## src/hw/gpio_consts.svh

```systemverilog
// register offsets, field positions, widths, reset values and response codes for the pin port block
`ifndef GPIO_CONSTS_SVH
`define GPIO_CONSTS_SVH
// register byte offsets
`define OFS_FIRST_DATA   12'h000
`define OFS_FIRST_DIR    12'h004
`define OFS_SECOND_DATA  12'h008
`define OFS_SECOND_DIR   12'h00C
`define OFS_THIRD_DATA   12'h010
`define OFS_THIRD_DIR    12'h014
`define OFS_PULLUP_OPT   12'h018
`define OFS_KEYSCAN_EN   12'h01C
`define OFS_CONTROL      12'h020
`define OFS_PIN_FIRST    12'h024
`define OFS_PIN_SECOND   12'h028
`define OFS_PIN_THIRD    12'h02C
// field positions
`define PU_FIRST_BIT     0
`define PU_SECOND_BIT    1
`define PU_THIRD_BIT     2
`define CTL_STOP_BIT     0
`define CTL_HCO_BIT      1
// widths, reset values and response codes
`define THIRD_W          5
`define DIR_RESET        8'h00
`define DATA_RESET       8'h00
`define PU_RESET         3'h0
`define KS_RESET         8'h00
`define AXI_OKAY         2'h0
`define AXI_SLVERR       2'h2
`endif

```

## src/hw/gpio_pkg.sv

```systemverilog
// types shared by the pin port block
package gpio_pkg;
	typedef enum logic [2:0] {
		WR_IDLE = 3'b001,
		WR_RESP = 3'b010,
		WR_HOLD = 3'b100
	} wr_state_t;
	typedef logic [7:0] port_byte_t;
endpackage

```

## src/hw/gpio_ports.sv

```systemverilog
// three bidirectional pin ports with direction, pull-up, key scan and stop hold
//
// Design decisions made here: the AXI4-Lite interface to the registers and the register offsets.
`timescale 1ns/1ps
`include "gpio_consts.svh"
module gpio_ports
	import gpio_pkg::*;
(
	input  wire logic                  CLK_I,
	input  wire logic                  SYS_RST_I,
	input  wire logic [11:0]           S_AXI_AWADDR_I,
	input  wire logic                  S_AXI_AWVALID_I,
	output logic                       S_AXI_AWREADY_O,
	input  wire logic [31:0]           S_AXI_WDATA_I,
	input  wire logic [3:0]            S_AXI_WSTRB_I,
	input  wire logic                  S_AXI_WVALID_I,
	output logic                       S_AXI_WREADY_O,
	output logic [1:0]                 S_AXI_BRESP_O,
	output logic                       S_AXI_BVALID_O,
	input  wire logic                  S_AXI_BREADY_I,
	input  wire logic [11:0]           S_AXI_ARADDR_I,
	input  wire logic                  S_AXI_ARVALID_I,
	output logic                       S_AXI_ARREADY_O,
	output logic [31:0]                S_AXI_RDATA_O,
	output logic [1:0]                 S_AXI_RRESP_O,
	output logic                       S_AXI_RVALID_O,
	input  wire logic                  S_AXI_RREADY_I,
	input  wire logic [7:0]            FIRST_PORT_I,
	output logic [7:0]                 FIRST_PORT_O,
	output logic [7:0]                 FIRST_PORT_OE_N_O,
	output logic [7:0]                 FIRST_PORT_PU_O,
	input  wire logic [7:0]            SECOND_PORT_I,
	output logic [7:0]                 SECOND_PORT_O,
	output logic [7:0]                 SECOND_PORT_OE_N_O,
	output logic [7:0]                 SECOND_PORT_PU_O,
	input  wire logic [`THIRD_W-1:0]   THIRD_PORT_I,
	output logic [`THIRD_W-1:0]        THIRD_PORT_O,
	output logic [`THIRD_W-1:0]        THIRD_PORT_OE_N_O,
	output logic [`THIRD_W-1:0]        THIRD_PORT_PU_O,
	input  wire logic                  RESET_PIN_N_I,
	output logic                       RESET_PIN_PU_O,
	output logic                       CTRL_RESET_O,
	output logic                       HIGH_CURRENT_OUT_O,
	output logic [7:0]                 KEY_SCAN_O,
	output logic                       EXT_IRQ_IN_ONE_O,
	output logic                       EXT_IRQ_IN_TWO_O,
	output logic                       EVENT_COUNT_IN_O,
	output logic                       TIMER_ZERO_PIN_O,
	output logic                       TIMER_ONE_PIN_O,
	output logic                       TIMER_TWO_PIN_O
);

	// ****************************************************
	// pin input synchronisers
	// ****************************************************
	port_byte_t                first_s1_q, first_s2_q;
	port_byte_t                second_s1_q, second_s2_q;
	logic [`THIRD_W-1:0]       third_s1_q, third_s2_q;
	logic                      rst_s1_q, rst_s2_q;

	// two flops on every pin; the first stage is read only by the second
	always_ff @(posedge CLK_I or posedge SYS_RST_I) begin
		if (SYS_RST_I) begin
			first_s1_q  <= 8'h00;
			first_s2_q  <= 8'h00;
			second_s1_q <= 8'h00;
			second_s2_q <= 8'h00;
			third_s1_q  <= '0;
			third_s2_q  <= '0;
			rst_s1_q    <= 1'b1;
			rst_s2_q    <= 1'b1;
		end else begin
			first_s1_q  <= FIRST_PORT_I;
			first_s2_q  <= first_s1_q;
			second_s1_q <= SECOND_PORT_I;
			second_s2_q <= second_s1_q;
			third_s1_q  <= THIRD_PORT_I;
			third_s2_q  <= third_s1_q;
			rst_s1_q    <= RESET_PIN_N_I;
			rst_s2_q    <= rst_s1_q;
		end
	end

	// ****************************************************
	// software registers
	// ****************************************************
	port_byte_t                first_data_q, first_dir_q;
	port_byte_t                second_data_q, second_dir_q;
	logic [`THIRD_W-1:0]       third_data_q, third_dir_q;
	logic [2:0]                pu_opt_q;
	port_byte_t                keyscan_q;
	logic                      stop_q, hco_q;

	// byte-lane merge of write data into a register
	function automatic port_byte_t lane_merge(input port_byte_t old,
		input logic [31:0] wd, input logic [3:0] st);
		lane_merge = st[0] ? wd[7:0] : old;
	endfunction

	// ****************************************************
	// axi4-lite write channel
	// ****************************************************
	wr_state_t                 wr_q;
	logic                      aw_got_q, w_got_q;
	logic [11:0]               awaddr_q;
	logic [31:0]               wdata_q;
	logic [3:0]                wstrb_q;
	logic                      wr_fire;
	logic                      wr_hit;

	assign wr_fire = (wr_q == WR_IDLE) && aw_got_q && w_got_q;

	// address and data are taken in either order, the response follows both
	always_ff @(posedge CLK_I or posedge SYS_RST_I) begin
		if (SYS_RST_I) begin
			wr_q            <= WR_IDLE;
			aw_got_q        <= 1'b0;
			w_got_q         <= 1'b0;
			awaddr_q        <= 12'h000;
			wdata_q         <= 32'h0000_0000;
			wstrb_q         <= 4'h0;
			S_AXI_AWREADY_O <= 1'b0;
			S_AXI_WREADY_O  <= 1'b0;
			S_AXI_BVALID_O  <= 1'b0;
			S_AXI_BRESP_O   <= `AXI_OKAY;
		end else begin
			S_AXI_AWREADY_O <= 1'b0;
			S_AXI_WREADY_O  <= 1'b0;
			case (wr_q)
				WR_IDLE: begin
					if (S_AXI_AWVALID_I && !aw_got_q && !S_AXI_AWREADY_O) begin
						S_AXI_AWREADY_O <= 1'b1;
						awaddr_q        <= S_AXI_AWADDR_I;
						aw_got_q        <= 1'b1;
					end
					if (S_AXI_WVALID_I && !w_got_q && !S_AXI_WREADY_O) begin
						S_AXI_WREADY_O <= 1'b1;
						wdata_q        <= S_AXI_WDATA_I;
						wstrb_q        <= S_AXI_WSTRB_I;
						w_got_q        <= 1'b1;
					end
					if (wr_fire) begin
						wr_q           <= WR_RESP;
						S_AXI_BVALID_O <= 1'b1;
						S_AXI_BRESP_O  <= wr_hit ? `AXI_OKAY : `AXI_SLVERR;
					end
				end
				WR_RESP: begin
					if (S_AXI_BREADY_I) begin
						S_AXI_BVALID_O <= 1'b0;
						aw_got_q       <= 1'b0;
						w_got_q        <= 1'b0;
						wr_q           <= WR_HOLD;
					end
				end
				WR_HOLD: begin
					wr_q <= WR_IDLE;
				end
				default: begin
					wr_q <= WR_IDLE;
				end
			endcase
		end
	end

	// decode of the write address
	always_comb begin
		if (awaddr_q == `OFS_FIRST_DATA || awaddr_q == `OFS_FIRST_DIR) begin
			wr_hit = 1'b1;
		end else if (awaddr_q == `OFS_SECOND_DATA || awaddr_q == `OFS_SECOND_DIR) begin
			wr_hit = 1'b1;
		end else if (awaddr_q == `OFS_THIRD_DATA || awaddr_q == `OFS_THIRD_DIR) begin
			wr_hit = 1'b1;
		end else if (awaddr_q == `OFS_PULLUP_OPT || awaddr_q == `OFS_KEYSCAN_EN) begin
			wr_hit = 1'b1;
		end else if (awaddr_q == `OFS_CONTROL) begin
			wr_hit = 1'b1;
		end else begin
			wr_hit = 1'b0;
		end
	end

	// register updates; reset leaves every pin an input
	always_ff @(posedge CLK_I or posedge SYS_RST_I) begin
		if (SYS_RST_I) begin
			first_data_q  <= `DATA_RESET;
			first_dir_q   <= `DIR_RESET;
			second_data_q <= `DATA_RESET;
			second_dir_q  <= `DIR_RESET;
			third_data_q  <= '0;
			third_dir_q   <= '0;
			pu_opt_q      <= `PU_RESET;
			keyscan_q     <= `KS_RESET;
			stop_q        <= 1'b0;
			hco_q         <= 1'b0;
		end else if (wr_fire) begin
			if (awaddr_q == `OFS_FIRST_DATA) begin
				first_data_q <= lane_merge(first_data_q, wdata_q, wstrb_q);
			end else if (awaddr_q == `OFS_FIRST_DIR) begin
				first_dir_q <= lane_merge(first_dir_q, wdata_q, wstrb_q);
			end else if (awaddr_q == `OFS_SECOND_DATA) begin
				second_data_q <= lane_merge(second_data_q, wdata_q, wstrb_q);
			end else if (awaddr_q == `OFS_SECOND_DIR) begin
				second_dir_q <= lane_merge(second_dir_q, wdata_q, wstrb_q);
			end else if (awaddr_q == `OFS_THIRD_DATA) begin
				third_data_q <= wstrb_q[0] ? wdata_q[`THIRD_W-1:0] : third_data_q;
			end else if (awaddr_q == `OFS_THIRD_DIR) begin
				third_dir_q <= wstrb_q[0] ? wdata_q[`THIRD_W-1:0] : third_dir_q;
			end else if (awaddr_q == `OFS_PULLUP_OPT) begin
				pu_opt_q <= wstrb_q[0] ? wdata_q[2:0] : pu_opt_q;
			end else if (awaddr_q == `OFS_KEYSCAN_EN) begin
				keyscan_q <= lane_merge(keyscan_q, wdata_q, wstrb_q);
			end else if (awaddr_q == `OFS_CONTROL) begin
				stop_q <= wstrb_q[0] ? wdata_q[`CTL_STOP_BIT] : stop_q;
				hco_q  <= wstrb_q[0] ? wdata_q[`CTL_HCO_BIT] : hco_q;
			end
		end
	end

	// ****************************************************
	// axi4-lite read channel
	// ****************************************************
	logic [31:0]               rd_val;

	// read decode; unmapped addresses answer zero with slverr
	always_comb begin
		rd_val = 32'h0000_0000;
		if (S_AXI_ARADDR_I == `OFS_FIRST_DATA) begin
			rd_val[7:0] = first_data_q;
		end else if (S_AXI_ARADDR_I == `OFS_FIRST_DIR) begin
			rd_val[7:0] = first_dir_q;
		end else if (S_AXI_ARADDR_I == `OFS_SECOND_DATA) begin
			rd_val[7:0] = second_data_q;
		end else if (S_AXI_ARADDR_I == `OFS_SECOND_DIR) begin
			rd_val[7:0] = second_dir_q;
		end else if (S_AXI_ARADDR_I == `OFS_THIRD_DATA) begin
			rd_val[`THIRD_W-1:0] = third_data_q;
		end else if (S_AXI_ARADDR_I == `OFS_THIRD_DIR) begin
			rd_val[`THIRD_W-1:0] = third_dir_q;
		end else if (S_AXI_ARADDR_I == `OFS_PULLUP_OPT) begin
			rd_val[2:0] = pu_opt_q;
		end else if (S_AXI_ARADDR_I == `OFS_KEYSCAN_EN) begin
			rd_val[7:0] = keyscan_q;
		end else if (S_AXI_ARADDR_I == `OFS_CONTROL) begin
			rd_val[`CTL_STOP_BIT] = stop_q;
			rd_val[`CTL_HCO_BIT]  = hco_q;
		end else if (S_AXI_ARADDR_I == `OFS_PIN_FIRST) begin
			rd_val[7:0] = first_s2_q;
		end else if (S_AXI_ARADDR_I == `OFS_PIN_SECOND) begin
			rd_val[7:0] = second_s2_q;
		end else if (S_AXI_ARADDR_I == `OFS_PIN_THIRD) begin
			rd_val[`THIRD_W-1:0] = third_s2_q;
		end
	end

	// one read at a time: arready pulses, rvalid holds until rready
	always_ff @(posedge CLK_I or posedge SYS_RST_I) begin
		if (SYS_RST_I) begin
			S_AXI_ARREADY_O <= 1'b0;
			S_AXI_RVALID_O  <= 1'b0;
			S_AXI_RDATA_O   <= 32'h0000_0000;
			S_AXI_RRESP_O   <= `AXI_OKAY;
		end else begin
			S_AXI_ARREADY_O <= 1'b0;
			if (S_AXI_RVALID_O) begin
				if (S_AXI_RREADY_I) begin
					S_AXI_RVALID_O <= 1'b0;
				end
			end else if (S_AXI_ARVALID_I && !S_AXI_ARREADY_O) begin
				S_AXI_ARREADY_O <= 1'b1;
				S_AXI_RVALID_O  <= 1'b1;
				S_AXI_RDATA_O   <= rd_val;
				S_AXI_RRESP_O   <= (S_AXI_ARADDR_I > `OFS_PIN_THIRD ||
					S_AXI_ARADDR_I[1:0] != 2'b00) ? `AXI_SLVERR : `AXI_OKAY;
			end
		end
	end

	// ****************************************************
	// pin drivers
	// ****************************************************
	// stop freezes the port pins: registers may change but port pins keep their level; high-current out goes low
	always_ff @(posedge CLK_I or posedge SYS_RST_I) begin
		if (SYS_RST_I) begin
			FIRST_PORT_O       <= 8'h00;
			FIRST_PORT_OE_N_O  <= 8'hFF;
			FIRST_PORT_PU_O    <= 8'h00;
			SECOND_PORT_O      <= 8'h00;
			SECOND_PORT_OE_N_O <= 8'hFF;
			SECOND_PORT_PU_O   <= 8'h00;
			THIRD_PORT_O       <= '0;
			THIRD_PORT_OE_N_O  <= '1;
			THIRD_PORT_PU_O    <= '0;
			HIGH_CURRENT_OUT_O <= 1'b0;
		end else begin
			if (!stop_q) begin
				FIRST_PORT_O       <= first_data_q;
				FIRST_PORT_OE_N_O  <= ~first_dir_q;
				FIRST_PORT_PU_O    <= {8{pu_opt_q[`PU_FIRST_BIT]}} & ~first_dir_q;
				SECOND_PORT_O      <= second_data_q;
				SECOND_PORT_OE_N_O <= ~second_dir_q;
				SECOND_PORT_PU_O   <= {8{pu_opt_q[`PU_SECOND_BIT]}} & ~second_dir_q;
				THIRD_PORT_O       <= third_data_q;
				THIRD_PORT_OE_N_O  <= ~third_dir_q;
				THIRD_PORT_PU_O    <= {`THIRD_W{pu_opt_q[`PU_THIRD_BIT]}} & ~third_dir_q;
			end
			HIGH_CURRENT_OUT_O <= hco_q && !stop_q;
		end
	end

	// ****************************************************
	// alternate functions and reset pin
	// ****************************************************
	// pin level goes to the consumers whatever the direction
	always_ff @(posedge CLK_I or posedge SYS_RST_I) begin
		if (SYS_RST_I) begin
			KEY_SCAN_O       <= 8'h00;
			EXT_IRQ_IN_ONE_O <= 1'b0;
			EXT_IRQ_IN_TWO_O <= 1'b0;
			EVENT_COUNT_IN_O <= 1'b0;
			TIMER_TWO_PIN_O  <= 1'b0;
			TIMER_ONE_PIN_O  <= 1'b0;
			TIMER_ZERO_PIN_O <= 1'b0;
			RESET_PIN_PU_O   <= 1'b1;
			CTRL_RESET_O     <= 1'b1;
		end else begin
			KEY_SCAN_O       <= ~first_s2_q & keyscan_q;
			EXT_IRQ_IN_ONE_O <= second_s2_q[1];
			EXT_IRQ_IN_TWO_O <= second_s2_q[2];
			EVENT_COUNT_IN_O <= second_s2_q[4];
			TIMER_TWO_PIN_O  <= second_s2_q[5];
			TIMER_ONE_PIN_O  <= second_s2_q[6];
			TIMER_ZERO_PIN_O <= second_s2_q[7];
			RESET_PIN_PU_O   <= 1'b1;
			CTRL_RESET_O     <= ~rst_s2_q;
		end
	end

endmodule // gpio_ports

```

## config.mk

```make
export PLATFORM = sky130hd
export DESIGN_NAME = gpio_ports
export DESIGN_NICKNAME = d
export VERILOG_FILES = /design/src/hw/gpio_pkg.sv /design/src/hw/gpio_ports.sv
export VERILOG_INCLUDE_DIRS = /design/src /design/src/hw
export SDC_FILE = /design/constraint.sdc
export NUM_CORES = 1
export LEC_CHECK = 0
export BUFFER_PORTS_ARGS = -buffer_cell sky130_fd_sc_hd__buf_2
export CORE_UTILIZATION = 50
export CTS_CLUSTER_SIZE = 16
export DETAILED_ROUTE_END_ITERATION = 7
export PLACE_DENSITY = 0.77
export SLEW_MARGIN = 20
export SYNTH_ARGS = -nofsm -noshare
export SYNTH_HDL_FRONTEND = slang
export SYNTH_SLANG_ARGS = --single-unit
```

## constraint.sdc

```tcl
create_clock -name CLK_I -period 9.6 [get_ports CLK_I]
set_clock_uncertainty 0.2 [all_clocks]
set_input_delay 0.96 -clock CLK_I [delete_from_list [all_inputs] [get_ports CLK_I]]
set_output_delay 0.96 -clock CLK_I [all_outputs]
set_load 0.03 [all_outputs]
```

* Word level (Yosys, flattened, before mapping)
Cells that the tools add are included.
** Word-level totals
- Register bits :: 221
- Input port bits :: 89
** Cells by class
- Magnitude comparators :: 1
- Equal/unequal tests :: 25
- Multiplexer cells :: 42
- Bitwise gates (word level) :: 18
- Reductions and logical operators :: 40
** Operators by type and width (count)
- equality test 12 x 5 -> 1 bit, second input constant :: 8
- equality test 12 x 6 -> 1 bit, second input constant :: 5
- equality test 12 x 4 -> 1 bit, second input constant :: 4
- two-way mux 8 bit :: 6
- two-way mux 5 bit :: 5
- AND 8 bit :: 3
- equality test 12 x 3 -> 1 bit, second input constant :: 2
- logical NOT 12 bit :: 2
- inverter 8 bit :: 3
- two-way mux 3 bit :: 6
- two-way mux 1 bit :: 17
- greater-than comparator 12 x 6 -> 1 bit, second input constant :: 1
- AND reduction 3 bit :: 4
- AND reduction 11 bit :: 1
- inverter 1 bit :: 10
- AND reduction 10 bit :: 1
- AND reduction 2 bit :: 5
- AND reduction 9 bit :: 1
- logical AND 1 bit :: 8
- AND reduction 8 bit :: 1
- AND reduction 7 bit :: 1
- logical NOT 1 bit :: 6
- two-way mux 2 bit :: 3
- two-way mux 6 bit :: 1
- other kinds (13) :: 22

* Logic depth before layout (Yosys ltp)
Gate-level depths: netlist (run 1).
- Depth after elaboration :: 13
- Depth in mapped cells :: 7

* Worst setup path before layout (run 1)
OpenSTA, ideal clock, no wires.
- Kind :: input to register
- From :: input port S_AXI_ARADDR_I[4]
- To :: register S_AXI_RDATA_O[4]
- Library setup time :: 0.094 ns
- Data arrival time :: 2.195 ns
- Data required time :: 9.306 ns
- Setup slack :: 7.111 ns
- Cell stages on the path :: 6
- Cell sequence :: clkbuf_1 or4b_1 clkbuf_1 nor2_1 o221ai_1 a211oi_1
** On the way
- Cells in the longest elaborated chain, start to end :: 13
- Elaborated cells on any way between the ends :: 24
** Ends and longest elaborated chain
- from (decl) :: line gpio_ports.sv:21 : input wire logic [11:0] S_AXI_ARADDR_I,
- equality test 12 x 6 -> 1 bit (no line)
- two-way mux 5 bit :: line gpio_ports.sv:251 : end else if (S_AXI_ARADDR_I == `OFS_PIN_THIRD) begin
- two-way mux 5 bit :: line gpio_ports.sv:249 : end else if (S_AXI_ARADDR_I == `OFS_PIN_SECOND) begin
- two-way mux 8 bit :: line gpio_ports.sv:247 : end else if (S_AXI_ARADDR_I == `OFS_PIN_FIRST) begin
- two-way mux 6 bit :: line gpio_ports.sv:244 : end else if (S_AXI_ARADDR_I == `OFS_CONTROL) begin
- two-way mux 8 bit :: line gpio_ports.sv:242 : end else if (S_AXI_ARADDR_I == `OFS_KEYSCAN_EN) begin
- two-way mux 5 bit :: line gpio_ports.sv:240 : end else if (S_AXI_ARADDR_I == `OFS_PULLUP_OPT) begin
- two-way mux 5 bit :: line gpio_ports.sv:238 : end else if (S_AXI_ARADDR_I == `OFS_THIRD_DIR) begin
- two-way mux 5 bit :: line gpio_ports.sv:236 : end else if (S_AXI_ARADDR_I == `OFS_THIRD_DATA) begin
- two-way mux 8 bit :: line gpio_ports.sv:234 : end else if (S_AXI_ARADDR_I == `OFS_SECOND_DIR) begin
- two-way mux 8 bit :: line gpio_ports.sv:232 : end else if (S_AXI_ARADDR_I == `OFS_SECOND_DATA) begin
- two-way mux 8 bit :: line gpio_ports.sv:230 : end else if (S_AXI_ARADDR_I == `OFS_FIRST_DIR) begin
- two-way mux 8 bit (*) :: line gpio_ports.sv:228 : if (S_AXI_ARADDR_I == `OFS_FIRST_DATA) begin
- to (signal assigned) :: line gpio_ports.sv:272 : S_AXI_RDATA_O <= rd_val;
- to (decl) :: line gpio_ports.sv:24 : output logic [31:0] S_AXI_RDATA_O,
Mark *: on every way between the ends. The rest lies on a longest branch, timed or not.
A chain may end at the register's enable or synchronous reset.

* Final worst setup path (run 1)
- From :: register awaddr_q[0]
- To :: register pu_opt_q[1]
** On the way
- Cells in the longest elaborated chain, start to end :: 3
- Elaborated cells on any way between the ends :: 14
** Ends and longest elaborated chain
- from (decl) :: line gpio_ports.sv:105 : logic [11:0] awaddr_q;
- from (signal assigned) :: line gpio_ports.sv:119 : awaddr_q <= 12'h000;
- from (signal assigned) :: line gpio_ports.sv:133 : awaddr_q <= S_AXI_AWADDR_I;
- equality test 12 x 5 -> 1 bit (no line) (tied with other cells)
- inverter 1 bit (no line)
- AND reduction 9 bit (no line) (*)
- to (signal assigned) :: line gpio_ports.sv:192 : pu_opt_q <= `PU_RESET;
- to (signal assigned) :: line gpio_ports.sv:210 : pu_opt_q <= wstrb_q[0] ? wdata_q[2:0] : pu_opt_q;
- to (decl) :: line gpio_ports.sv:90 : logic [2:0] pu_opt_q;
Marked as above.

==> metrics.md, run 1 <==
| Metric | Value |
|---|---|
| Setup Crit Path Kind | flip-flop to flip-flop |
| Worst EP required | 9.79 ns |
| Final setup viols | 0 |
| R2r startpoint | awaddr_q[0] |
| Post-synthesis async set-or-reset flop share | 100% |
| Dominant synthesized flop cell | dfrtp_1 |
| Post-synthesis sequential area ratio | 63.1% |
| Period Utilization, post-route | 27.6% |
| Global routing's busiest layer | met2 |
| Mean routed wirelength per cell | 17.9 um |
| Outcome | finished, final reports clean |
| Grt ovf | 0 |
| CTS resizes | 0 |
| DRC errors left | 0 |
| Clock Latency Late Sink | 0.50 ns |
| Hold Path Class | flip-flop to flip-flop |
| Post-CTS Hold Buffers | 0 |
| Data arrival, critical path | 2.84 ns |
| Setup crit end kind | flip-flop |
| Top Ports | 210 |
| CP endpoint | pu_opt_q[1] |
| Clock sink count | 219 |
| Non-Filler Instances | 1091 |
| Reg with most FFs | awaddr_q |
| Htree depth | 1 |
| Area Overhead vs Synth | 18.4% |
| Die area | 18000 um2 |
| Leakage power | 0.00520 uW |
| Min cycle time layout | 2.65 ns |
| Setup TNS | 0 ns |
| GPL Wtd Cong | 0.910 |
| Final ANT Viol Nets | 0 |
| Tot GR Track Use | 22.3% |
| Post-layout nets | 944 |
| Hold Violations, Final | 0 |
| Max reg flops | 12 |
| Detailed Place HPWL | 13200 um |
| Reg2reg setup slack | 6.95 ns |
| Vias in the first global route | 5660 |
| Commonest non-fill, non-tap cell in the layout | dfrtp_1 |
| Least-Margin Pin Slew | 0.990 ns |
| GR Util met2 | 34.3% |
| Buffers on Ports | 155 |
| Via count | 5809 |
| Most frequent cells in the layout | 193 x dfrtp_1, 155 x buf_2, 97 x nand2_1, 83 x mux2_2, 35 x nor2_1 |
| Core footprint | 16800 um2 |
| # diodes | 0 |
| Worst Setup Start Kind | flip-flop |
| Initial Util | 51.9% |
| Crit path launch | awaddr_q[0] |
| CTS tree | yes |
| Yosys Warn Count | 0 |
| Height of the die | 134 um |
| Root Driver | clkbuf_16 |
| Standard-cell rows | 47 |
| Reg2Reg Depth | 5 |
| Reg2reg end | pu_opt_q[1] |
| Die Wd | 134 um |
| Initial antenna violation count | 1 |
| Post-synth EDFFs | 0 |
| Worst-path clk slew | 0.06 ns |
| Detailed-route vias per instance | 5.32 |
| Placed cells | 1050 |
| RSZ-0062 raised after global routing | false |
| First-pass GRT wire length | 31300 um |
| GR Util met3 | 4.54% |
| CP Max Fanout | 5 |
| Power density cells | 233 nW/um2 |
| GR Util met1 | 32.6% |
| Mapped Cells | 709 |
| Num CTS Buffers | 23 |
| Maximum VDD drop | 0.169 mV |
| Iteration-0 DRC Markers | 430 |
| Final WL | 19500 um |
| Max cap viols | 0 |
| Largest net degree at the start of global routing | 141 |
| Max_slew headroom | 34.0% |
| Max Slew Vio Count | 0 |
| Max Fclk | 377 MHz |
| Yosys reg bits | 219 |
| Buffers from clock root to sink, at most | 3 |
| Layout cells sized above 1 | 36.6% |
| Pre-antenna DRT Iters | 5 |
| Synth unique cells | 53 |
| Area of the mapped netlist | 8730 um2 |
| Post-CTS Setup Inserts | 0 |
| Post-Synthesis Mean Instance Area | 12.3 um2 |
## cell type report
cell class	count	area [um2]
flip-flops and latches	219	5510
clock inverters	9	104
clock buffers	32	669
repair buffers	158	798
multi-input cells	431	2890
inverters	22	90.1
fillers	1362	6480
well taps	220	275
## worst min-delay path by stage
stage / slack, ns / to / from / depth (start not counted)
CTS: 0.15 / first_s2_q[4] / first_s1_q[4] / 0
detailed placement: 0.13 / second_s2_q[6] / second_s1_q[6] / 0
floorplan: 0.13 / first_s2_q[0] / first_s1_q[0] / 0
finish: 0.15 / first_s2_q[4] / first_s1_q[4] / 0
global route: 0.15 / third_s2_q[2] / third_s1_q[2] / 0
global placement: 0.13 / second_s2_q[7] / second_s1_q[7] / 0
## stage by stage
stage / util (%) / hold slack (ns) / worst slack (ns) / cell area (um2) / total power, uW
floorplan: - / 0.131 / 2.49 / 8820 / 1410
global placement: 56.9 / 0.132 / 6.50 / 9560 / 1520
detailed placement: 56.9 / 0.135 / 6.44 / 9560 / 1530
CTS: 61.4 / 0.148 / 6.93 / 10300 / 2430
global route: 61.4 / 0.152 / 6.82 / 10300 / 2520
finish: 61.4 / 0.146 / 6.95 / 10300 / 2410
## worst max-delay path: stages, from the launching register on
cell     delay, ns
dfrtp_1       0.39
nor4_1        0.42
and4_1        0.49
nand2_4       0.10
nor3_1        0.54
mux2_2        0.40
## layer usage
layer	up-vias	share of wire, %	wire [um]
met4	2	1.9	366
met1	2874	45	8790
met5	-	0.067	13
met3	32	7.3	1420
met2	221	46	8910
li1	2680	-	-
## kinds of logic after synthesis
logic type,after synthesis,synth area share [%]
DFF,219,63.1
and+or+nand+nor,203,11.4
AOI/OAI and AO/OA,105,7.98
muxes,96,12.5
buffers and inverters,84,4.89
other,2,0.0860
## cell usage after synthesis, drive strengths merged (2+ instances only)
cell type  number  area (um2)
dfrtp         194        4850
nand2          99         382
mux2           83         935
nor2           37         144
buf            35         243
o21ai          31         155
clkbuf         27         101
dfstp          25         657
inv            21        78.8
nor2b          18         113
a21oi          12        60.1
a22o           12         105
nand2b         12        75.1
mux2i          11         110
nand3          11        55.1
a22oi           9        67.6
a21o            8        60.1
a31oi           6        37.5
o211ai          6        45.0
and3            5        31.3
nor3            5        36.3
o22ai           5        31.3
a2bb2oi         4        35.0
nand4           4        37.5
nor3b           4        46.3
nor4            3        33.8
a2111oi         2        17.5
a211oi          2        15.0
a32oi           2        17.5
conb            2        7.51
mux4            2        45.0
nand3b          2        18.8
o221ai          2        17.5
## power by group
| group | internal [uW] | leakage [uW] | total [uW] | switching (uW) |
|---|---|---|---|---|
| Combinational | 120 | 0.00203 | 352 | 232 |
| Clock | 540 | 0.000378 | 890 | 350 |
| Sequential | 1040 | 0.00279 | 1170 | 129 |
Note: power is estimated with default switching activity, not from simulation.
==> run 2: changes to the inputs <==
==> constraint.sdc (replaced) <==
create_clock -name CLK_I -period 2.7 [get_ports CLK_I]
set_clock_uncertainty 0.2 [all_clocks]
set_input_delay 0.27 -clock CLK_I [delete_from_list [all_inputs] [get_ports CLK_I]]
set_output_delay 0.27 -clock CLK_I [all_outputs]
set_load 0.03 [all_outputs]
==> run 2 against run 1 <==
Net effect: utilization rose by 3.3 points; combinational power grew to 3.8 times the previous value; worst hold slack worse by 0.097 ns; cell count increased by 5.1%; global-route usage rose by 0.57 points; sequential power grew to 3.6 times the previous value; largest power group unchanged.
==> metrics.md, run 2 (same netlist as run 1, synthesis figures left out) <==
| Metric | Value |
|---|---|
| Detailed-route vias per instance | 5.26 (was 5.32) |
| Worst-path clk slew | 0.06 ns (about the same) |
| Fillers | 1275 (was 1362) |
| Root Driver | clkbuf_16 (unchanged) |
| CTS tree | yes (unchanged) |
| Via count | 6028 (was 5809) |
| Worst EP required | 2.88 ns (was 9.79 ns) |
| Height of the die | 134 um (unchanged) |
| Max Slew Vio Count | 0 (unchanged) |
| Mean routed wirelength per cell | 17.7 um (was 17.9 um) |
| Data arrival, critical path | 2.68 ns (was 2.84 ns) |
| Reg with most FFs | awaddr_q (unchanged) |
| Pint | 6100 uW (was 1700 uW) |
| Min cycle time layout | 2.49 ns (was 2.65 ns) |
| Die Wd | 134 um (unchanged) |
| Sw Pwr | 2520 uW (was 710 uW) |
| Area Overhead vs Synth | 24.8% (was 18.4%) |
| CTS resizes | 0 (unchanged) |
| Commonest non-fill, non-tap cell in the layout | dfrtp_1 (unchanged) |
| Top Ports | 210 (unchanged) |
| Vias in the first global route | 5897 (was 5660) |
| Hold Path Class | input port to flip-flop (was flip-flop to flip-flop) |
| Final setup viols | 0 (unchanged) |
| Area occupied by multi-input gates | 2890 um2 (unchanged) |
| Post-layout nets | 1002 (was 944) |
| Period Utilization, post-route | 92.4% (was 27.6%) |
| Htree depth | 1 (unchanged) |
| Iteration-0 DRC Markers | 359 (was 430) |
| Max_slew headroom | 39.7% (was 34.0%) |
| Post-CTS Setup Inserts | 0 (unchanged) |
| Setup Crit Path Kind | flip-flop to flip-flop (unchanged) |
| Net Sw Frac | 29.2% (was 29.5%) |
| Hold path startpoint | S_AXI_ARADDR_I[9] (was first_s1_q[4]) |
| Comb pwr share | 15.6% (was 14.6%) |
| Util after Layout | 64.8% (was 61.4%) |
| Pre-antenna DRT Iters | 5 (unchanged) |
| Final WL | 20300 um (was 19500 um) |
| Grt ovf | 0 (unchanged) |
| Max cap viols | 0 (unchanged) |
| RSZ-0062 raised after global routing | false (unchanged) |
| DRC errors left | 0 (unchanged) |
| Buffers on Ports | 155 (unchanged) |
| Sequential cell area | 5510 um2 (unchanged) |
| Initial antenna violation count | 0 (was 1) |
| Standard-cell rows | 47 (unchanged) |
| Clock sink count | 219 (unchanged) |
| Post-CTS Hold Buffers | 50 (was 0) |
| Outcome | finished, final reports clean (unchanged) |
| Initial Util | 51.9% (unchanged) |
| Reg2reg setup slack | 0.21 ns (was 6.95 ns) |
| Placed cells | 1058 (was 1050) |
| # diodes | 0 (unchanged) |
| Buffers from clock root to sink, at most | 3 (unchanged) |
| Tot GR Track Use | 22.9% (was 22.3%) |
| Detailed Place HPWL | 13400 um (was 13200 um) |
| Reg2Reg Depth | 5 (unchanged) |
| Clock power share | 36.2% (was 37.0%) |
| Num CTS Buffers | 23 (unchanged) |
| Least-Margin Pin Slew | 0.904 ns (was 0.990 ns) |
| Die area | 18000 um2 (unchanged) |
| R2r startpoint | awaddr_q[0] (unchanged) |
| Final ANT Viol Nets | 0 (unchanged) |
| Most frequent cells in the layout | 193 x dfrtp_1, 155 x buf_2, 97 x nand2_1, 83 x mux2_2, 50 x dlygate4sd3_1 (was 193 x dfrtp_1, 155 x buf_2, 97 x nand2_1, 83 x mux2_2, 35 x nor2_1) |
| Maximum VDD drop | 0.597 mV (was 0.169 mV) |
| Crit path launch | awaddr_q[0] (unchanged) |
| Clock Latency Late Sink | 0.50 ns (about the same) |
| GPL Wtd Cong | 0.913 (was 0.910) |
| Leakage power | 0.00544 uW (was 0.00520 uW) |
| CP Max Fanout | 8 (was 5) |
| Max Fclk | 401 MHz (was 377 MHz) |
| Power density cells | 791 nW/um2 (was 233 nW/um2) |
| Sequential Power Share | 48.2% (was 48.4%) |
| Setup crit end kind | flip-flop (unchanged) |
| Layout cells sized above 1 | 34.7% (was 36.6%) |
| First-pass GRT wire length | 31900 um (was 31300 um) |
| Core footprint | 16800 um2 (unchanged) |
| Max reg flops | 12 (unchanged) |
| Hold Violations, Final | 0 (unchanged) |
| Non-Filler Instances | 1147 (was 1091) |
| Hold Path Stages | 6 (was 0) |
| Largest net degree at the start of global routing | 107 (was 141) |
| Worst Setup Start Kind | flip-flop (unchanged) |
==> run 2: cell types whose count changed in the layout (fill, tap and decap cells not counted) <==
cell	previous run	this run
buf_12	0	2
buf_4	3	9
clkbuf_1	3	6
clkinv_2	4	2
clkinv_4	1	0
clkinvlp_4	2	1
dlygate4sd3_1	0	50
inv_8	1	0
==> run 2: per-stage QoR <==
stage | hold WS (ns) | setup slack (ns) | total power, uW | TNS, ns | cell area (um2)
after floorplan | 0.0745 | -0.604 | 5010 | -117.11 | 8830
after global placement | 0.132 | 0.279 | 5450 | 0 | 9640
after detailed placement | 0.135 | 0.213 | 5490 | 0 | 9640
after CTS | 0.0347 | 0.202 | 8660 | 0 | 10900
after global routing | 0.0694 | 0.0753 | 8980 | 0 | 10900
final | 0.0486 | 0.206 | 8620 | 0 | 10900
==> run 2: cell type report <==
class | count | area share [%]
Timing Repair Buffer | 216 | 12.7
Inverter | 22 | 0.792
Multi-Input combinational cell | 431 | 26.5
Sequential cell | 219 | 50.6
Tap cell | 220 | 2.53
Clock buffer | 35 | 6.25
Clock inverter | 4 | 0.643
==> run 2: path summary, 6_finish.rpt <==
path | to
worst max-delay path | first_dir_q[4]
worst min-delay path | S_AXI_RDATA_O[5]
worst max register to register | first_dir_q[4]
worst min register to register | second_s2_q[7]
max in group asynchronous | SECOND_PORT_O[5]
min in group asynchronous | SECOND_PORT_PU_O[2]
==> run 2: critical path, stage by stage, from the launching register on <==
cell      delay, ns
dfrtp_1        0.38
nor4_1         0.38
and4_1         0.46
nand3b_2       0.17
nor3_4         0.38
mux2_2         0.39
==> run 2: layer usage <==
metal | part of all wire, % | vias up | GRT usage [%]
met5 | 0 | - | 0
met4 | 2.0 | 0 | 6.30
met3 | 6.5 | 34 | 4.04
met2 | 47 | 222 | 36.0
met1 | 45 | 2978 | 32.9
li1 | - | 2794 | -
==> run 2: power by group through the flow <==
stage | sequential (uW) | clock, uW | combinational (uW)
after detailed placement | 4200 | 0 | 1290
after floorplan | 4190 | 0 | 819
after global placement | 4190 | 0 | 1260
final | 4160 | 3120 | 1350
after CTS | 4150 | 3160 | 1350
after global routing | 4200 | 3300 | 1480
